$ cat src/common/ssb_pkg.sv
// constants shared by the start-up strap and bring-up logic
// assumes one 10 MHz core clock; all offsets are serial-port addresses
package ssb_pkg;
  // ****************************************************************
  // timing
  // ****************************************************************
  localparam int CLK_PERIOD_NS = 100;
  localparam int POR_PULSE_NS  = 75;
  // least time: round up
  localparam int POR_PULSE_CYC =
    (POR_PULSE_NS + CLK_PERIOD_NS - 1) / CLK_PERIOD_NS;
  localparam int HIZ_MAX_NS    = 45;
  // longest time: round down, never below one cycle
  localparam int HIZ_MAX_CYC   = (HIZ_MAX_NS / CLK_PERIOD_NS < 1) ?
    1 : HIZ_MAX_NS / CLK_PERIOD_NS;
  localparam logic [3:0] POR_CNT_LOAD = 4'(POR_PULSE_CYC);

  // ****************************************************************
  // strap layout
  // ****************************************************************
  localparam int STRAP_W   = 8;
  localparam int PORT_LSB  = 0;
  localparam int PORT_W    = 3;
  localparam int LOAD_LSB  = 3;
  localparam int LOAD_W    = 5;
  localparam int REF_NUM   = 4;

  // ****************************************************************
  // register map
  // ****************************************************************
  localparam int REG_NUM = 12;
  localparam logic [3:0] IDX_UPDATE = 4'h0;
  localparam logic [3:0] IDX_SYSCLK = 4'h1;
  localparam logic [3:0] IDX_MFPOUT = 4'h2;
  localparam logic [3:0] IDX_MFPSYN = 4'h3;
  localparam logic [3:0] IDX_IRQMOD = 4'h4;
  localparam logic [3:0] IDX_IRQMSK = 4'h5;
  localparam logic [3:0] IDX_WDOG   = 4'h6;
  localparam logic [3:0] IDX_OUTEN  = 4'h7;
  localparam logic [3:0] IDX_DISTCF = 4'h8;
  localparam logic [3:0] IDX_REFCF  = 4'h9;
  localparam logic [3:0] IDX_CALSYN = 4'ha;
  localparam logic [3:0] IDX_PROFSL = 4'hb;
  localparam logic [3:0] IDX_NONE   = 4'hf;
  localparam logic [12:0] REG_ADDR [REG_NUM] = '{
    13'h0005, 13'h0100, 13'h0200, 13'h0201, 13'h0208, 13'h0209,
    13'h0211, 13'h0400, 13'h0401, 13'h0500, 13'h0a02, 13'h0a0d};
  localparam logic [12:0] ADDR_STRAP  = 13'h0d00;
  localparam logic [12:0] ADDR_STATUS = 13'h0d01;
  localparam logic [7:0]  REG_RESET   = 8'h00;
  localparam int UPD_BIT   = 0;
  localparam int CAL_BIT   = 0;
  localparam int SYNC_BIT  = 1;
  localparam int AUTO_BIT  = 0;
  localparam int SYNEN_BIT = 3;

  // ****************************************************************
  // serial frame
  // ****************************************************************
  localparam logic [4:0] SPI_HDR_LAST = 5'h0f;
  localparam logic [4:0] SPI_DAT_LAST = 5'h17;
  localparam int SPI_RW_BIT = 15;
  typedef enum logic [1:0] {
    SPI_IDLE = 2'b00,
    SPI_HDR  = 2'b01,
    SPI_DATA = 2'b11,
    SPI_DONE = 2'b10
  } ssb_spi_state_t;
endpackage : ssb_pkg

$ cat src/hw/ssb_startup_bringup.sv
// start-up reset, strap capture, staged register file and bring-up
// assumes pins and the serial clock are asynchronous to clock; loop,
// monitors and the stored-settings loader sit outside this module
//
// Overview of operation
// - supply good makes an internal reset pulse of one 100 ns cycle (75 ns rounded up).
// - strap pins become undriven inputs one 100 ns clock cycle after that pulse starts.
// - pins stay undriven in any reset; levels latched at reset release.
// - latched bit n equals the level of strap pin n.
// - low three strap bits zero selects the SPI serial port.
// - nonzero low bits select I2C and form the low address bits.
// - upper five bits zero means no stored-settings load at release.
// - nonzero upper bits start the load with that condition value.
// - update bit 0 applies staged system clock settings.
// - strap pins default to unassigned undriven inputs.
// - interrupt mask resets to all blocked; pin defaults open drain.
// - watchdog stays off after reset until enabled.
// - clock outputs come up disabled until enabled by software.
// - manual profiles: after update lock to best available reference.
// - automatic profiles: start selected machines, then lock best one.
// - automatic sync releases outputs once the loop locks.
// - manual sync via set-then-clear bit or pin pulse starts outputs.
`timescale 1ns/1ns
`default_nettype none
module ssb_startup_bringup
  import ssb_pkg::*;
(
  // clock and reset
  input  wire  logic               clock,
  input  wire  logic               srst,
  // supply monitor and external reset pin
  input  wire  logic               supplyValid,
  input  wire  logic               resetPinN,
  // strap pins (two-way)
  input  wire  logic [STRAP_W-1:0] strapPinsIn,
  output var   logic [STRAP_W-1:0] strapPinsOut,
  output var   logic [STRAP_W-1:0] strapPinsOeN,
  // serial port, SPI side
  input  wire  logic               spiSclk,
  input  wire  logic               spiCsN,
  input  wire  logic               spiSdi,
  output var   logic               spiSdo,
  output var   logic               spiSdoOeN,
  // serial port mode
  output var   logic               serialIsSpi,
  output var   logic [PORT_W-1:0]  i2cAddrLow,
  // stored-settings loader
  output var   logic               loadStart,
  output var   logic [LOAD_W-1:0]  loadCondition,
  output var   logic [STRAP_W-1:0] latchedStrapValue,
  // system clock
  output var   logic [7:0]         sysclkPeriod,
  output var   logic               sysclkApply,
  output var   logic               sysclkCalStart,
  // interrupt pin setup and watchdog
  output var   logic [7:0]         irqMask,
  output var   logic               irqOpenDrain,
  output var   logic               watchdogEnable,
  // digital_lock_loop interface, same clock domain
  input  wire  logic [REF_NUM-1:0] refAvailable,
  input  wire  logic               loopLocked,
  output var   logic               loopStart,
  output var   logic [1:0]         activeRef,
  output var   logic [REF_NUM-1:0] refMachineStart,
  // clock distribution
  output var   logic [1:0]         outEnable
);
  // ****************************************************************
  // helpers
  // ****************************************************************
  function automatic logic [3:0] regIndex(input logic [12:0] a);
    logic [3:0] r;
    r = IDX_NONE;
    for (int i = 0; i < REG_NUM; i++) begin
      if (REG_ADDR[i] == a) begin
        r = 4'(i);
      end
    end
    return r;
  endfunction : regIndex

  // lowest index is the highest priority
  function automatic logic [1:0] bestRef(input logic [REF_NUM-1:0] m);
    logic [1:0] r;
    r = 2'h0;
    for (int i = REF_NUM - 1; i >= 0; i--) begin
      if (m[i]) begin
        r = 2'(i);
      end
    end
    return r;
  endfunction : bestRef

  // ****************************************************************
  // synchronisers
  // ****************************************************************
  logic               supA_q, supB_q;
  logic               rpnA_q, rpnB_q;
  logic [STRAP_W-1:0] pinA_q, pinB_q, pinP_q;
  logic [2:0]         spiA_q, spiB_q;
  logic               sclkP_q;

  // every async input passes two flops before any logic
  always_ff @(posedge clock) begin
    supA_q  <= supplyValid;
    supB_q  <= supA_q;
    rpnA_q  <= resetPinN;
    rpnB_q  <= rpnA_q;
    pinA_q  <= strapPinsIn;
    pinB_q  <= pinA_q;
    pinP_q  <= pinB_q;
    spiA_q  <= {spiSclk, spiCsN, spiSdi};
    spiB_q  <= spiA_q;
    sclkP_q <= spiB_q[2];
  end

  // ****************************************************************
  // power-up pulse and device reset
  // ****************************************************************
  logic [3:0] porCnt_q;
  logic       devRst_q, devRstP_q;

  // loaded while supply is low, so the pulse follows its rise gap-free
  always_ff @(posedge clock) begin
    if (srst) begin
      porCnt_q <= 4'h0;
    end else if (!supB_q) begin
      porCnt_q <= POR_CNT_LOAD;
    end else if (porCnt_q != 4'h0) begin
      porCnt_q <= porCnt_q - 4'h1;
    end
  end

  // one flop gathers all reset causes, held off until supply good
  always_ff @(posedge clock) begin
    devRst_q  <= srst || (porCnt_q != 4'h0) || !rpnB_q || !supB_q;
    devRstP_q <= devRst_q;
  end

  // ****************************************************************
  // strap capture
  // ****************************************************************
  logic strapRelease;
  assign strapRelease = devRstP_q && !devRst_q;

  // the capture is taken from the synchronised pins at release
  always_ff @(posedge clock) begin
    if (srst) begin
      latchedStrapValue <= '0;
      serialIsSpi       <= 1'b1;
      i2cAddrLow        <= '0;
      loadStart         <= 1'b0;
      loadCondition     <= '0;
    end else begin
      loadStart <= 1'b0;
      if (strapRelease) begin
        latchedStrapValue <= pinB_q;
        serialIsSpi <= (pinB_q[PORT_LSB +: PORT_W] == '0);
        i2cAddrLow  <= pinB_q[PORT_LSB +: PORT_W];
        loadCondition <= pinB_q[LOAD_LSB +: LOAD_W];
        loadStart <= (pinB_q[LOAD_LSB +: LOAD_W] != '0);
      end
    end
  end

  // ****************************************************************
  // serial port (SPI mode)
  // ****************************************************************
  ssb_spi_state_t spiSt_q;
  logic [4:0]     bitCnt_q;
  logic [22:0]    shift_q;
  logic [12:0]    spiAddr_q;
  logic           spiRead_q;
  logic [7:0]     rdData_q;
  logic           wrStrobe_q;
  logic [7:0]     wrData_q;
  logic           sclkRise, sclkFall;
  logic [7:0]     stage_q [REG_NUM];
  logic [7:0]     act_q   [REG_NUM];
  logic           distSynced_q;

  assign sclkRise = spiB_q[2] && !sclkP_q;
  assign sclkFall = !spiB_q[2] && sclkP_q;

  // read mux over staged registers and status words
  function automatic logic [7:0] readReg(input logic [12:0] a);
    logic [3:0] ix;
    logic [7:0] r;
    ix = regIndex(a);
    r  = 8'h00;
    if (ix != IDX_NONE) begin
      r = stage_q[ix];
    end else if (a == ADDR_STRAP) begin
      r = latchedStrapValue;
    end else if (a == ADDR_STATUS) begin
      r = {4'h0, distSynced_q, loopLocked, activeRef};
    end
    return r;
  endfunction : readReg

  // one-byte frames: 16-bit header then 8 data bits, msb first;
  // the engine sleeps in I2C mode, which lives outside
  always_ff @(posedge clock) begin
    if (devRst_q) begin
      spiSt_q    <= SPI_IDLE;
      bitCnt_q   <= 5'h00;
      shift_q    <= '0;
      spiAddr_q  <= '0;
      spiRead_q  <= 1'b0;
      rdData_q   <= 8'h00;
      wrStrobe_q <= 1'b0;
      wrData_q   <= 8'h00;
      spiSdo     <= 1'b0;
      spiSdoOeN  <= 1'b1;
    end else begin
      wrStrobe_q <= 1'b0;
      if (spiB_q[1] || !serialIsSpi) begin
        spiSt_q   <= SPI_IDLE;
        bitCnt_q  <= 5'h00;
        spiSdoOeN <= 1'b1;
      end else begin
        case (spiSt_q)
          SPI_IDLE: begin
            spiSt_q <= SPI_HDR;
          end
          SPI_HDR: begin
            if (sclkRise) begin
              shift_q  <= {shift_q[21:0], spiB_q[0]};
              bitCnt_q <= bitCnt_q + 5'h01;
              if (bitCnt_q == SPI_HDR_LAST) begin
                spiAddr_q <= {shift_q[11:0], spiB_q[0]};
                spiRead_q <= shift_q[SPI_RW_BIT - 1];
                rdData_q  <= readReg({shift_q[11:0], spiB_q[0]});
                spiSt_q   <= SPI_DATA;
              end
            end
          end
          SPI_DATA: begin
            if (sclkFall && spiRead_q) begin
              spiSdo    <= rdData_q[7];
              rdData_q  <= {rdData_q[6:0], 1'b0};
              spiSdoOeN <= 1'b0;
            end
            if (sclkRise) begin
              shift_q  <= {shift_q[21:0], spiB_q[0]};
              bitCnt_q <= bitCnt_q + 5'h01;
              if (bitCnt_q == SPI_DAT_LAST) begin
                wrStrobe_q <= !spiRead_q;
                wrData_q   <= {shift_q[6:0], spiB_q[0]};
                spiSt_q    <= SPI_DONE;
              end
            end
          end
          SPI_DONE: begin
            spiSdoOeN <= 1'b1; // waits for chip select to rise
          end
          default: begin
            spiSt_q <= SPI_IDLE;
          end
        endcase
      end
    end
  end

  // ****************************************************************
  // staged and active registers
  // ****************************************************************
  logic       ioUpdate;
  logic [3:0] wrIdx;
  assign ioUpdate = stage_q[IDX_UPDATE][UPD_BIT];
  assign wrIdx    = regIndex(spiAddr_q);

  // writes land in staging only; a write in the clearing cycle wins
  always_ff @(posedge clock) begin
    if (devRst_q) begin
      for (int i = 0; i < REG_NUM; i++) begin
        stage_q[i] <= REG_RESET;
      end
    end else begin
      if (ioUpdate) begin
        stage_q[IDX_UPDATE] <= REG_RESET;
      end
      if (wrStrobe_q && wrIdx != IDX_NONE) begin
        stage_q[wrIdx] <= wrData_q;
      end
    end
  end

  // update copies every staged value at once
  always_ff @(posedge clock) begin
    if (devRst_q) begin
      for (int i = 0; i < REG_NUM; i++) begin
        act_q[i] <= REG_RESET;
      end
    end else if (ioUpdate) begin
      for (int i = 0; i < REG_NUM; i++) begin
        act_q[i] <= stage_q[i];
      end
    end
  end

  // ****************************************************************
  // system clock, interrupt setup, watchdog
  // ****************************************************************
  logic calP_q, syncP_q;

  always_ff @(posedge clock) begin
    if (devRst_q) begin
      sysclkPeriod   <= 8'h00;
      sysclkApply    <= 1'b0;
      sysclkCalStart <= 1'b0;
      calP_q         <= 1'b0;
      irqMask        <= 8'h00;
      irqOpenDrain   <= 1'b1;
      watchdogEnable <= 1'b0;
    end else begin
      sysclkPeriod   <= act_q[IDX_SYSCLK];
      sysclkApply    <= ioUpdate;
      calP_q         <= act_q[IDX_CALSYN][CAL_BIT];
      // calibration starts when the applied bit turns on
      sysclkCalStart <= act_q[IDX_CALSYN][CAL_BIT] && !calP_q;
      irqMask        <= act_q[IDX_IRQMSK];
      irqOpenDrain   <= !act_q[IDX_IRQMOD][0];
      watchdogEnable <= act_q[IDX_WDOG][0];
    end
  end

  // ****************************************************************
  // reference acquisition
  // ****************************************************************
  logic               arm_q;
  logic               autoProf;
  logic [REF_NUM-1:0] candMask;
  assign autoProf = act_q[IDX_REFCF][AUTO_BIT];
  assign candMask = autoProf ?
    (refAvailable & act_q[IDX_PROFSL][REF_NUM-1:0]) : refAvailable;

  // armed by an update; lock starts once a candidate is available
  always_ff @(posedge clock) begin
    if (devRst_q) begin
      arm_q           <= 1'b0;
      loopStart       <= 1'b0;
      activeRef       <= 2'h0;
      refMachineStart <= '0;
    end else begin
      loopStart       <= 1'b0;
      refMachineStart <= '0;
      if (ioUpdate) begin
        arm_q <= 1'b1;
      end else if (arm_q) begin
        if (autoProf) begin
          refMachineStart <= act_q[IDX_PROFSL][REF_NUM-1:0];
        end
        if (candMask != '0) begin
          arm_q     <= 1'b0;
          loopStart <= 1'b1;
          activeRef <= bestRef(candMask);
        end
      end
    end
  end

  // ****************************************************************
  // distribution sync and outputs
  // ****************************************************************
  logic       syncPinRise;
  logic [2:0] syncPin;
  assign syncPin     = act_q[IDX_MFPSYN][2:0];
  assign syncPinRise = act_q[IDX_MFPSYN][SYNEN_BIT] &&
    pinB_q[syncPin] && !pinP_q[syncPin];

  // outputs wait for a sync; a software clear cannot undo it
  always_ff @(posedge clock) begin
    if (devRst_q) begin
      syncP_q      <= 1'b0;
      distSynced_q <= 1'b0;
      outEnable    <= 2'b00;
    end else begin
      syncP_q <= act_q[IDX_CALSYN][SYNC_BIT];
      if (act_q[IDX_DISTCF][0] && loopLocked) begin
        distSynced_q <= 1'b1;
      end else if (syncP_q && !act_q[IDX_CALSYN][SYNC_BIT]) begin
        distSynced_q <= 1'b1;
      end else if (syncPinRise) begin
        distSynced_q <= 1'b1;
      end
      outEnable <= act_q[IDX_OUTEN][1:0] & {2{distSynced_q}};
    end
  end

  // ****************************************************************
  // strap pin drive
  // ****************************************************************
  // undriven in any reset; assigned pins show the lock state
  always_ff @(posedge clock) begin
    if (devRst_q) begin
      strapPinsOeN <= '1;
      strapPinsOut <= '0;
    end else begin
      strapPinsOeN <= ~act_q[IDX_MFPOUT];
      strapPinsOut <= {STRAP_W{loopLocked}};
    end
  end

endmodule : ssb_startup_bringup
`default_nettype wire

$ cat config.mk
export PLATFORM = sky130hd
export DESIGN_NAME = ssb_startup_bringup
export DESIGN_NICKNAME = d
export VERILOG_FILES = /design/src/common/ssb_pkg.sv /design/src/hw/ssb_startup_bringup.sv
export SDC_FILE = /design/constraint.sdc
export NUM_CORES = 1
export LEC_CHECK = 0
export BUFFER_PORTS_ARGS = -buffer_cell sky130_fd_sc_hd__buf_4
export CORE_ASPECT_RATIO = 1.2
export CORE_MARGIN = 2
export CORE_UTILIZATION = 50
export DETAILED_ROUTE_END_ITERATION = 16
export PLACE_DENSITY = 0.81
export SLEW_MARGIN = 20
export SYNTH_ARGS = -nofsm -noshare
export SYNTH_HDL_FRONTEND = slang
export SYNTH_SLANG_ARGS = --single-unit
$ cat constraint.sdc
create_clock -name clock -period 2.43 [get_ports clock]
set_input_delay 0.3645 -clock clock [delete_from_list [all_inputs] [get_ports clock]]
set_output_delay 0.3645 -clock clock [all_outputs]
set_load 0.03 [all_outputs]
==> reports/summary.txt, run 1 <==
==============================================================================
Outcome                                                           complete, but fails checks
Violated checks                                                   negative setup slack
Fraction of final layout cells sized beyond drive strength 1             32.9%
Wire per inst                                                          18.8 um
Slew at the pin closest to its max-slew limit                         0.841 ns
CP Capture Type                                                       register
Global-route usage over all layers                                       23.0%
Number of buffers added by the clock tree synthesis step                    26
Final net count                                                           1219
Number of H-tree levels                                                      1
Maximum fanout count along the critical path                                 8
Max Fclk                                                               373 MHz
Count of vias placed by the detailed router                               8432
Post-synthesis register bit count                                          284
Wire length of the first global-routing pass                          43800 um
Clk pin slew, worst setup/hold paths                                   0.06 ns
Die outline height                                                      171 um
Endpoint required time on the critical path                            2.66 ns
Prevailing post-synth register cell                                    dfxtp_1
CTS tree                                                                   yes
Pwr dens                                                           667 nW/um^2
Peak ir drop on the vdd network                                         498 uV
Later-pin clock latency in the skew report                             0.53 ns
Cell-by-cell listing of the critical path                         or3_4, or4_4, or3_4, o21ai_2, nand3b_1, buf_6, buf_6, nor2_4, or2_4
Number of I/O port buffers                                                  84
Switching power total                                                  2.05 mW
Relative contribution of combinational cells to total power               3.7%
Final number of hold-violating endpoints                                     0
Peak per-stage delay on the critical path                              0.45 ns
Sequential cell area                                                 7060 um^2
CP Buf/Inv Count                                                             2
Leak Pwr                                                               6.09 nW
Count of warnings emitted by yosys                                           0
Number of different library cells in the post-synthesis netlist             71
Final-report setup violation count                                         199
Number of global-route vias before repair                                 8324
CTS Root Buffer Type                                                 clkbuf_16
Class of the most critical hold timing path                          in -> reg
Remaining global-route overflow                                              0
Drc violations                                                               0
Post-synthesis sequential area ratio                                     60.7%
Async set-or-reset flop fraction in the synthesized netlist                 0%
Num rows                                                                    61
Diodes inserted                                                              0
Largest area contributor in the synthesized netlist                   edfxtp_1
Initial antenna violation count                                              0
Clock Skews                                                          0.0161 ns
Antenna viol nets, final                                                     0
Worst rel slew slack                                                     43.9%
Post-route fraction of the period consumed by the critical path           110%
Area of the mapped netlist                                          11600 um^2
Unrepaired setup endpoints after global routing                            yes
Global placement routability congestion                                  0.918
Final Routed Wirelength                                               28800 um
Minimum clock period after layout                                      2.68 ns
Cell with the largest stage delay on the worst path                      or4_4
Synthesis-to-layout area growth                                          27.9%
Overall Power                                                          9.90 mW
Part of the power in the clock network                                   43.2%
Post-synth net total                                                      1051
Starting DRT DRC Count                                                     678
Buffer levels on the longest clock path                                      3
Vias/cell                                                                 5.51
First-pass detailed-route iteration total                                    7
Count of boundary I/O pins                                                  85
Int Pwr                                                                7.85 mW
Die X                                                                   143 um
Critical setup path kind                                            reg -> reg
Non-filler instance count after layout                                    1530
Final core occ                                                           64.7%
PnR worst setup slack                                                -0.250 ns
Final Slew Violations                                                        0
Synth cell count leaders                                          148 x dfxtp_1, 136 x and2_1, 136 x edfxtp_1
EDFF count, synth                                                          136
Data arrival time of the worst path                                    2.91 ns
Sequential power share                                                   53.1%
Clock net sink count                                                       284
Kind of start point of the critical path                              register
Fillers                                                                   1571
Post-detail-place hpwl                                                18800 um
Avg Inst Size Synth                                                  11.3 um^2
Initial cell density of the core                                         50.6%
Pin count of the biggest net entering global routing                        43
Maxcap violations                                                            0
Synthesized netlist cell count                                            1027
Dominant delay contributor by cell family on the critical path    simple AND/OR/NAND/NOR gates
Number of placed instances, taps included                                 1457
Most frequent cell after synthesis                                     dfxtp_1
Floorplan Core Area                                                 23000 um^2
Area of the die                                                     24500 um^2
Share of the synthesized area in the top cell type                       35.2%
Area taken by multi-input logic gates                                4690 um^2
Setup Slack @ Placement                                              -0.256 ns
Switching portion of total power                                         20.7%
Leading cell types by total area after synthesis                  edfxtp_1 35%, dfxtp_1 26%, and2_1 7.3%, mux2i_1 4.7%, nand2_1 3.6%
==============================================================================
-- routing by layer --
layer | track usage, % | routed length, um | up-vias
met3 | 3.16 | 1550 | 89
met5 | 0 | 0 | -
met4 | 11.0 | 1290 | 0
met1 | 27.6 | 11100 | 4122
li1 | - | - | 3896
met2 | 40.7 | 14800 | 325
-- path summary, 6_finish.rpt --
kind | startpoint | slack, ns | to | cells past startpoint
worst max-delay path | spiAddr_q[6] | -0.25 | stage_q[0][5] | 9
worst min-delay path | loopLocked | 0.09 | strapPinsOut[0] | 2
worst max register to register | spiAddr_q[6] | -0.25 | stage_q[0][5] | 9
worst min register to register | rpnA_q | 0.33 | rpnB_q | 0
-- registers in the layout, summed over array words and instances (netlist names), 3 cells and up --
signal / count
act_q: 40
bitCnt_q: 5
irqMask: 8
loadCondition: 5
pinA_q: 8
pinB_q: 8
pinP_q: 8
porCnt_q: 4
rdData_q: 8
refMachineStart: 4
shift_q: 15
spiA_q: 3
spiAddr_q: 13
spiB_q: 3
stage_q: 96
strapPinsOeN: 8
sysclkPeriod: 8
wrData_q: 8
-- power by group through the flow --
stage	Combinational, mW	Clock [mW]	Sequential (mW)
6_report	0.366	4.28	5.26
5_1_grt	0.392	4.50	5.27
4_1_cts	0.360	4.31	5.26
3_5_place_dp	0.336	0	5.36
3_3_place_gp	0.326	0	5.35
2_1_floorplan	0.226	0	5.32
-- area by class of cell --
type / count / share of cell area [%]
flip-flops and latches: 284 / 47.5
multi-input cells: 659 / 31.6
repair buffers: 210 / 11.7
clock buffers: 37 / 5.17
well taps: 315 / 2.65
clock inverters: 11 / 0.952
inverters: 14 / 0.354
-- repair_timing --
action / CTS / global route
setup buffers: 10 / 2
gates resized for setup: 99 / 40
hold buffers: 13 / 0
pin swaps: 18 / 17
endpoints found under the hold margin: 13 / 0
setup endpoints to repair: 185 / 200
-- per-stage QoR --
step	hold WS (ns)	setup TNS, ns	cell area (um^2)
after floorplan	0.310	-6.83	11800
after global placement	0.311	-19.79	13200
after detailed placement	0.312	-25.23	13200
after CTS	0.0733	-16.14	14700
after global routing	0.0940	-36.15	14900
final	0.0860	-27.33	14900
-- logic make-up after synthesis --
kind of cell | synth area share, %
xor+xnor | 0.528
flops | 60.7
fa+ha+maj | 0.431
mux | 6.40
compound gates | 7.40
simple gates | 21.1
buf+inv | 3.48
-- cells in the final DEF, fill, tap and decap left out, types with 5 or more instances in the layout --
| cell | n |
|---|---|
| buf_4 | 171 |
| mux2i_1 | 54 |
| clkbuf_16 | 28 |
| mux2_2 | 5 |
| clkbuf_1 | 5 |
| and2_1 | 71 |
| buf_6 | 22 |
| edfxtp_1 | 136 |
| nor2_1 | 50 |
| nor3b_1 | 5 |
| nor2_4 | 12 |
| o32ai_1 | 5 |
| a21oi_1 | 53 |
| dlygate4sd3_1 | 13 |
| nand2b_1 | 14 |
| or3_1 | 6 |
| inv_1 | 13 |
| and2_4 | 64 |
| a221o_1 | 7 |
| nor2b_1 | 35 |
| nand3_1 | 8 |
| nand2_1 | 105 |
| nor3_1 | 12 |
| o21ai_0 | 17 |
| xnor2_1 | 5 |
| dfxtp_2 | 5 |
| dfxtp_1 | 141 |
| nand3b_1 | 6 |
| or2_4 | 12 |
Power figures use the tool's default switching activity.
==> run 2, diff against run 1 <==
--- a/config.mk
+++ b/config.mk
@@ -10,7 +10,7 @@
 export CORE_MARGIN = 2
 export CORE_UTILIZATION = 50
 export DETAILED_ROUTE_END_ITERATION = 16
-export PLACE_DENSITY = 0.81
+export PLACE_DENSITY = 0.73
 export SLEW_MARGIN = 20
 export SYNTH_ARGS = -nofsm -noshare
 export SYNTH_HDL_FRONTEND = slang
==> reports/summary.txt, run 2 (synthesized netlist as in run 1, its figures left out) <==
==============================================================================
Number of global-route vias before repair                                 7943   -4.6%
Number of placed instances, taps included                                 1453   -0.27%
Capture point of the worst reg-to-reg path                        stage_q[1][0]
Vias/cell                                                                 5.36   -2.8%
Count of vias placed by the detailed router                               8200   -2.8%
Non-filler instance count after layout                                    1531   +0.065%
Global-route usage over all layers                                       22.3%   -0.71 points
PnR worst setup slack                                                -0.203 ns   +0.0470 ns
Final Routed Wirelength                                               27300 um   -4.9%
Number of buffers added by the clock tree synthesis step                    28   +7.7%
Fillers                                                                   1677   +6.7%
Starting DRT DRC Count                                                     610   -10%
Unrepaired setup endpoints after global routing                            yes
Critical setup path kind                                            reg -> reg
Area taken by multi-input logic gates                                4630 um^2   -1.4%
Number of I/O port buffers                                                  84   unchanged
Setup tns final                                                      -18.37 ns   +8.96 ns
Regs by FF count                                                  stage_q (96), act_q (40), shift_q (15)
Count of boundary I/O pins                                                  85   unchanged
Class of the most critical hold timing path                          in -> reg
Pin count of the biggest net entering global routing                        45   +4.7%
Worst rel slew slack                                                     47.1%   +3.3 points
CTS tree                                                                   yes
Final core occ                                                           64.7%   about the same
Clock Skews                                                          0.0260 ns   +0.00993 ns
Wire length of the first global-routing pass                          42400 um   -3.4%
CP Capture Type                                                       register
Reg-to-reg critical path startpoint                               spiAddr_q[6]
Int Pwr                                                                7.95 mW   +1.3%
Worst R2R Path Depth                                                         8   -1
Slew at the pin closest to its max-slew limit                         0.792 ns   -0.0488 ns
Part of the power in the clock network                                   44.2%   +1.0 points
Final-report setup violation count                                         190   -4.5%
Sequential power share                                                   52.2%   -0.9 points
Data arrival time of the worst path                                    2.88 ns   -0.03 ns
Post-detail-place hpwl                                                18400 um   -1.6%
Kind of start point of the critical path                              register
Synthesis-to-layout area growth                                          27.9%   about the same
Most common library cell in the layout ignoring fill and taps            buf_4
Remaining global-route overflow                                              0   unchanged
Commonest cells after routing, fill and taps aside                168 x buf_4, 141 x dfxtp_1, 136 x edfxtp_1
Floorplan Core Area                                                 23000 um^2   unchanged
Leak Pwr                                                               6.07 nW   -0.21%
Cells on Worst Hold Path                                                     2   unchanged
Drc violations                                                               0   unchanged
CTS Root Buffer Type                                                 clkbuf_16
Post-layout instance area                                           14900 um^2   about the same
Maxcap violations                                                            0   unchanged
Number of flip-flops under the largest register name                        96   unchanged
Outcome                                                           complete, but fails checks
Final number of hold-violating endpoints                                     0   unchanged
Placement Cell Area                                                 13200 um^2   -0.32%
Max Fclk                                                               380 MHz   +1.8%
Switching power total                                                  2.13 mW   +3.5%
Hold wc startpoint                                                  loopLocked
Worst setup path start                                            spiAddr_q[6]
First-pass detailed-route iteration total                                    5   -2
Die outline height                                                      171 um   unchanged
Pwr dens                                                           678 nW/um^2   +1.7%
Area of the die                                                     24500 um^2   unchanged
Antenna viol nets, final                                                     0   unchanged
Minimum clock period after layout                                      2.63 ns   -0.0470 ns
Peak ir drop on the vdd network                                         486 uV   -2.4%
Endpoint required time on the critical path                            2.68 ns   +0.02 ns
Relative contribution of combinational cells to total power               3.6%   about the same
Post-route fraction of the period consumed by the critical path           108%   -1.9 points
Initial antenna violation count                                              0   unchanged
Violated checks                                                   negative setup slack
Sink of the worst hold path                                       strapPinsOut[0]
Switching portion of total power                                         21.1%   +0.37 points
Initial cell density of the core                                         50.6%   unchanged
Diodes inserted                                                              0   unchanged
Maximum fanout count along the critical path                                 8   unchanged
Global placement routability congestion                                  0.897   -2.3%
Final net count                                                           1218   -0.082%
Register-to-register setup slack                                      -0.20 ns   +0.05 ns
Clk pin slew, worst setup/hold paths                                   0.06 ns   about the same
Num rows                                                                    61   unchanged
Wire per inst                                                          17.9 um   -5.0%
Largest reg by FF count                                                stage_q
Fraction of final layout cells sized beyond drive strength 1             31.5%   -1.4 points
Die X                                                                   143 um   unchanged
Clock net sink count                                                       284   unchanged
Later-pin clock latency in the skew report                             0.56 ns   +0.03 ns
Sequential cell area                                                 7060 um^2   unchanged
Final Slew Violations                                                        0   unchanged
Buffer levels on the longest clock path                                      3   unchanged
Number of H-tree levels                                                      1   unchanged
==============================================================================
## run 2: cell count changes in the layout (fill, tap and decap cells not counted), moves of 3 or more
| cell | delta |
|---|---|
| and2_4 | -12 |
| clkbuf_16 | +4 |
| and2_1 | +13 |
| o21ai_2 | -3 |
| o21ai_1 | +4 |
| clkinv_2 | +3 |
| buf_4 | -3 |
## run 2: layer usage
layer	GRT usage, %	part of all wire, %	vias to the layer above
li1	-	-	3911
met1	27.9	40	3973
met2	39.2	51	242
met3	3.19	5.6	74
met4	8.18	3.7	0
met5	0	0	-
## run 2: worst max-delay path by stage
stage	end	slack, ns	cells after the start
finish	stage_q[1][0]	-0.20	8
global route	rdData_q[0]	-0.29	11
CTS	rdData_q[6]	-0.16	10
detailed placement	rdData_q[7]	-0.31	9
global placement	rdData_q[7]	-0.33	8
floorplan	stage_q[3][0]	-0.12	7
## run 2: area by class of cell
type	instances	area share, %
Clock buffer	38	5.60
Clock inverter	14	0.969
Inverter	14	0.354
Multi-Input combinational cell	659	31.2
Sequential cell	284	47.5
Tap cell	315	2.65
Timing Repair Buffer	207	11.7
## run 2: critical path, stage by stage (launching register included)
cell,delay [ns]
dfxtp_2,0.32
or3_4,0.37
or4_4,0.46
or3_4,0.38
o21ai_1,0.14
nand3b_1,0.16
buf_4,0.18
nor2_4,0.12
or2_4,0.20
## run 2: repair_timing
item	4_1_cts	5_1_grt
resized for setup	65	59
hold buffers	13	0
cloned	2	0
pin swaps	19	16
hold endpoints to repair	13	0
endpoints found under the setup margin	196	200
buffers inserted	4	7
## run 2: through the flow
step                      worst slack (ns)  hold slack [ns]  power [mW]
after detailed placement            -0.309            0.313        5.69
after CTS                           -0.160           0.0440        10.1
after global placement              -0.334            0.311        5.68
final                               -0.203           0.0644        10.1
after global routing                -0.292           0.0733        10.4
after floorplan                     -0.123            0.310        5.55
## run 2: power groups by stage
stage	Combinational, mW	Clock [mW]	Sequential, mW
4_1_cts	0.355	4.51	5.26
3_3_place_gp	0.325	0	5.36
5_1_grt	0.388	4.72	5.27
2_1_floorplan	0.226	0	5.32
6_report	0.359	4.46	5.26
3_5_place_dp	0.332	0	5.36
==> run 3, diff against run 2 <==
--- a/config.mk
+++ b/config.mk
@@ -11,6 +11,8 @@
 export CORE_UTILIZATION = 50
 export DETAILED_ROUTE_END_ITERATION = 16
 export PLACE_DENSITY = 0.73
+export RECOVER_POWER = 50
+export SETUP_SLACK_MARGIN = 0.02
 export SLEW_MARGIN = 20
 export SYNTH_ARGS = -nofsm -noshare
 export SYNTH_HDL_FRONTEND = slang
==> reports/summary.txt, run 3 (synthesized netlist as in run 1, its figures left out) <==
==============================================================================
Final-report setup violation count                                         186   -2.1%
Die outline height                                                      171 um   unchanged
Most common library cell in the layout ignoring fill and taps            buf_4
Max Fclk                                                               371 MHz   -2.4%
Number of I/O port buffers                                                  84   unchanged
Class of the most critical hold timing path                          in -> reg
First-pass detailed-route iteration total                                    6   +1
Die X                                                                   143 um   unchanged
Num rows                                                                    61   unchanged
Commonest cells after routing, fill and taps aside                170 x buf_4, 137 x dfxtp_1, 136 x edfxtp_1
Count of vias placed by the detailed router                               8194   -0.073%
Final Routed Wirelength                                               27600 um   +1.1%
Outcome                                                           complete, but fails checks
Maximum fanout count along the critical path                                 8   unchanged
Diodes inserted                                                              0   unchanged
Number of flip-flops under the largest register name                        96   unchanged
Final net count                                                           1226   +0.66%
Fillers                                                                   1690   +0.78%
Starting DRT DRC Count                                                     631   +3.4%
CTS Root Buffer Type                                                 clkbuf_16
Fraction of final layout cells sized beyond drive strength 1             34.8%   +3.3 points
Wire length of the first global-routing pass                          42900 um   +1.2%
Worst rel slew slack                                                     51.0%   +3.9 points
Drc violations                                                               0   unchanged
Global-route usage over all layers                                       22.5%   +0.19 points
Number of global-route vias before repair                                 8033   +1.1%
Peak ir drop on the vdd network                                         490 uV   +0.97%
Clk pin slew, worst setup/hold paths                                   0.06 ns   about the same
Regs by FF count                                                  stage_q (96), act_q (40), shift_q (15)
Slew at the pin closest to its max-slew limit                         0.734 ns   -0.0585 ns
Post-route fraction of the period consumed by the critical path           111%   +2.6 points
Pin count of the biggest net entering global routing                        44   -2.2%
Unrepaired setup endpoints after global routing                            yes
CTS tree                                                                   yes
Leak Pwr                                                               6.12 nW   +0.76%
Floorplan Core Area                                                 23000 um^2   unchanged
Count of boundary I/O pins                                                  85   unchanged
Initial antenna violation count                                              0   unchanged
Final number of hold-violating endpoints                                     0   unchanged
Later-pin clock latency in the skew report                             0.55 ns   about the same
Critical setup path kind                                            reg -> reg
Final Slew Violations                                                        0   unchanged
PnR worst setup slack                                                -0.267 ns   -0.0638 ns
Violated checks                                                   negative setup slack
Clock net sink count                                                       284   unchanged
Area of the die                                                     24500 um^2   unchanged
Data arrival time of the worst path                                    2.93 ns   +0.05 ns
Post-detail-place hpwl                                                18700 um   +1.3%
Endpoint required time on the critical path                            2.67 ns   about the same
Setup Slack @ Placement                                              -0.258 ns   +0.0513 ns
Vias/cell                                                                 5.33   -0.53%
Number of buffers added by the clock tree synthesis step                    27   -3.6%
Maxcap violations                                                            0   unchanged
Pwr dens                                                           667 nW/um^2   -1.7%
Clock Skews                                                          0.0235 ns   -0.00249 ns
Number of H-tree levels                                                      1   unchanged
Final core occ                                                           65.3%   +0.65 points
Buffer levels on the longest clock path                                      3   unchanged
Wire per inst                                                          18.0 um   +0.63%
Minimum clock period after layout                                      2.70 ns   +0.0638 ns
Antenna viol nets, final                                                     0   unchanged
Global placement routability congestion                                  0.947   +5.6%
Synthesis-to-layout area growth                                          29.2%
Remaining global-route overflow                                              0   unchanged
Kind of start point of the critical path                              register
CP Capture Type                                                       register
Initial cell density of the core                                         50.6%   unchanged
Largest reg by FF count                                                stage_q
==============================================================================
run 3: cell count changes in the layout (fill, tap and decap cells not counted), moves of 3 or more:
cell       delta
o21ai_1       -3
nor3_2        +3
dfxtp_2       +3
buf_6         +3
and2_1       -19
clkbuf_4      +4
clkinv_4      +3
clkbuf_16     -3
clkinv_2      -3
dfxtp_1       -4
and2_4       +19
run 3: final cells by class:
type / instances / area (um^2) / area share, %
inverter: 14 / 57.6 / 0.384
clock buffer: 36 / 772 / 5.14
timing repair buffer: 215 / 1790 / 11.9
multi-input combinational: 660 / 4760 / 31.7
clock inverter: 14 / 171 / 1.14
sequential: 284 / 7070 / 47.1
tap: 315 / 394 / 2.63
run 3: final timing paths:
path / startpoint / endpoint / slack (ns) / depth (start not counted)
min: loopLocked / strapPinsOut[0] / 0.06 / 2
max reg2reg: spiAddr_q[6] / stage_q[3][5] / -0.27 / 8
min reg2reg: pinA_q[6] / pinB_q[6] / 0.33 / 0
max: spiAddr_q[6] / stage_q[3][5] / -0.27 / 8
run 3: metrics by stage:
stage	total power, mW	setup TNS [ns]	instances	cell area [um^2]	hold WS, ns
floorplan	5.55	-6.83	1027	11800	0.310
global placement	5.68	-15.66	1457	13200	0.311
detailed placement	5.69	-24.72	1457	13200	0.312
CTS	10.1	-17.94	1533	14800	0.0536
global route	10.3	-40.28	1538	15000	0.0579
finish	10.0	-26.90	1538	15000	0.0638
run 3: power by group:
group | total, mW | internal, mW | switching, mW
clock network | 4.39 | 2.58 | 1.82
registers | 5.25 | 5.16 | 0.0960
logic | 0.360 | 0.159 | 0.201
run 3: routing by layer:
layer / share of wire (%) / GRT usage (%)
met3: 5.1 / 2.63
met1: 41 / 28.3
met5: 0 / 0
met4: 3.5 / 8.91
met2: 51 / 39.5
run 3: critical path: stages, from the launching register on:
cell,delay [ns]
dfxtp_2,0.32
or3_4,0.38
or4_4,0.44
or3_4,0.38
o21ai_2,0.12
nand3b_1,0.20
buf_4,0.21
nor2_4,0.14
or2_4,0.22
run 3: repair_timing:
item | CTS | global route
hold buffers | 13 | 0
buffers inserted | 14 | 9
gates resized for setup | 95 | 75
hold endpoints to repair | 13 | 0
endpoints found under the setup margin | 196 | 200
gates cloned | 1 | 0
pin swaps | 36 | 36
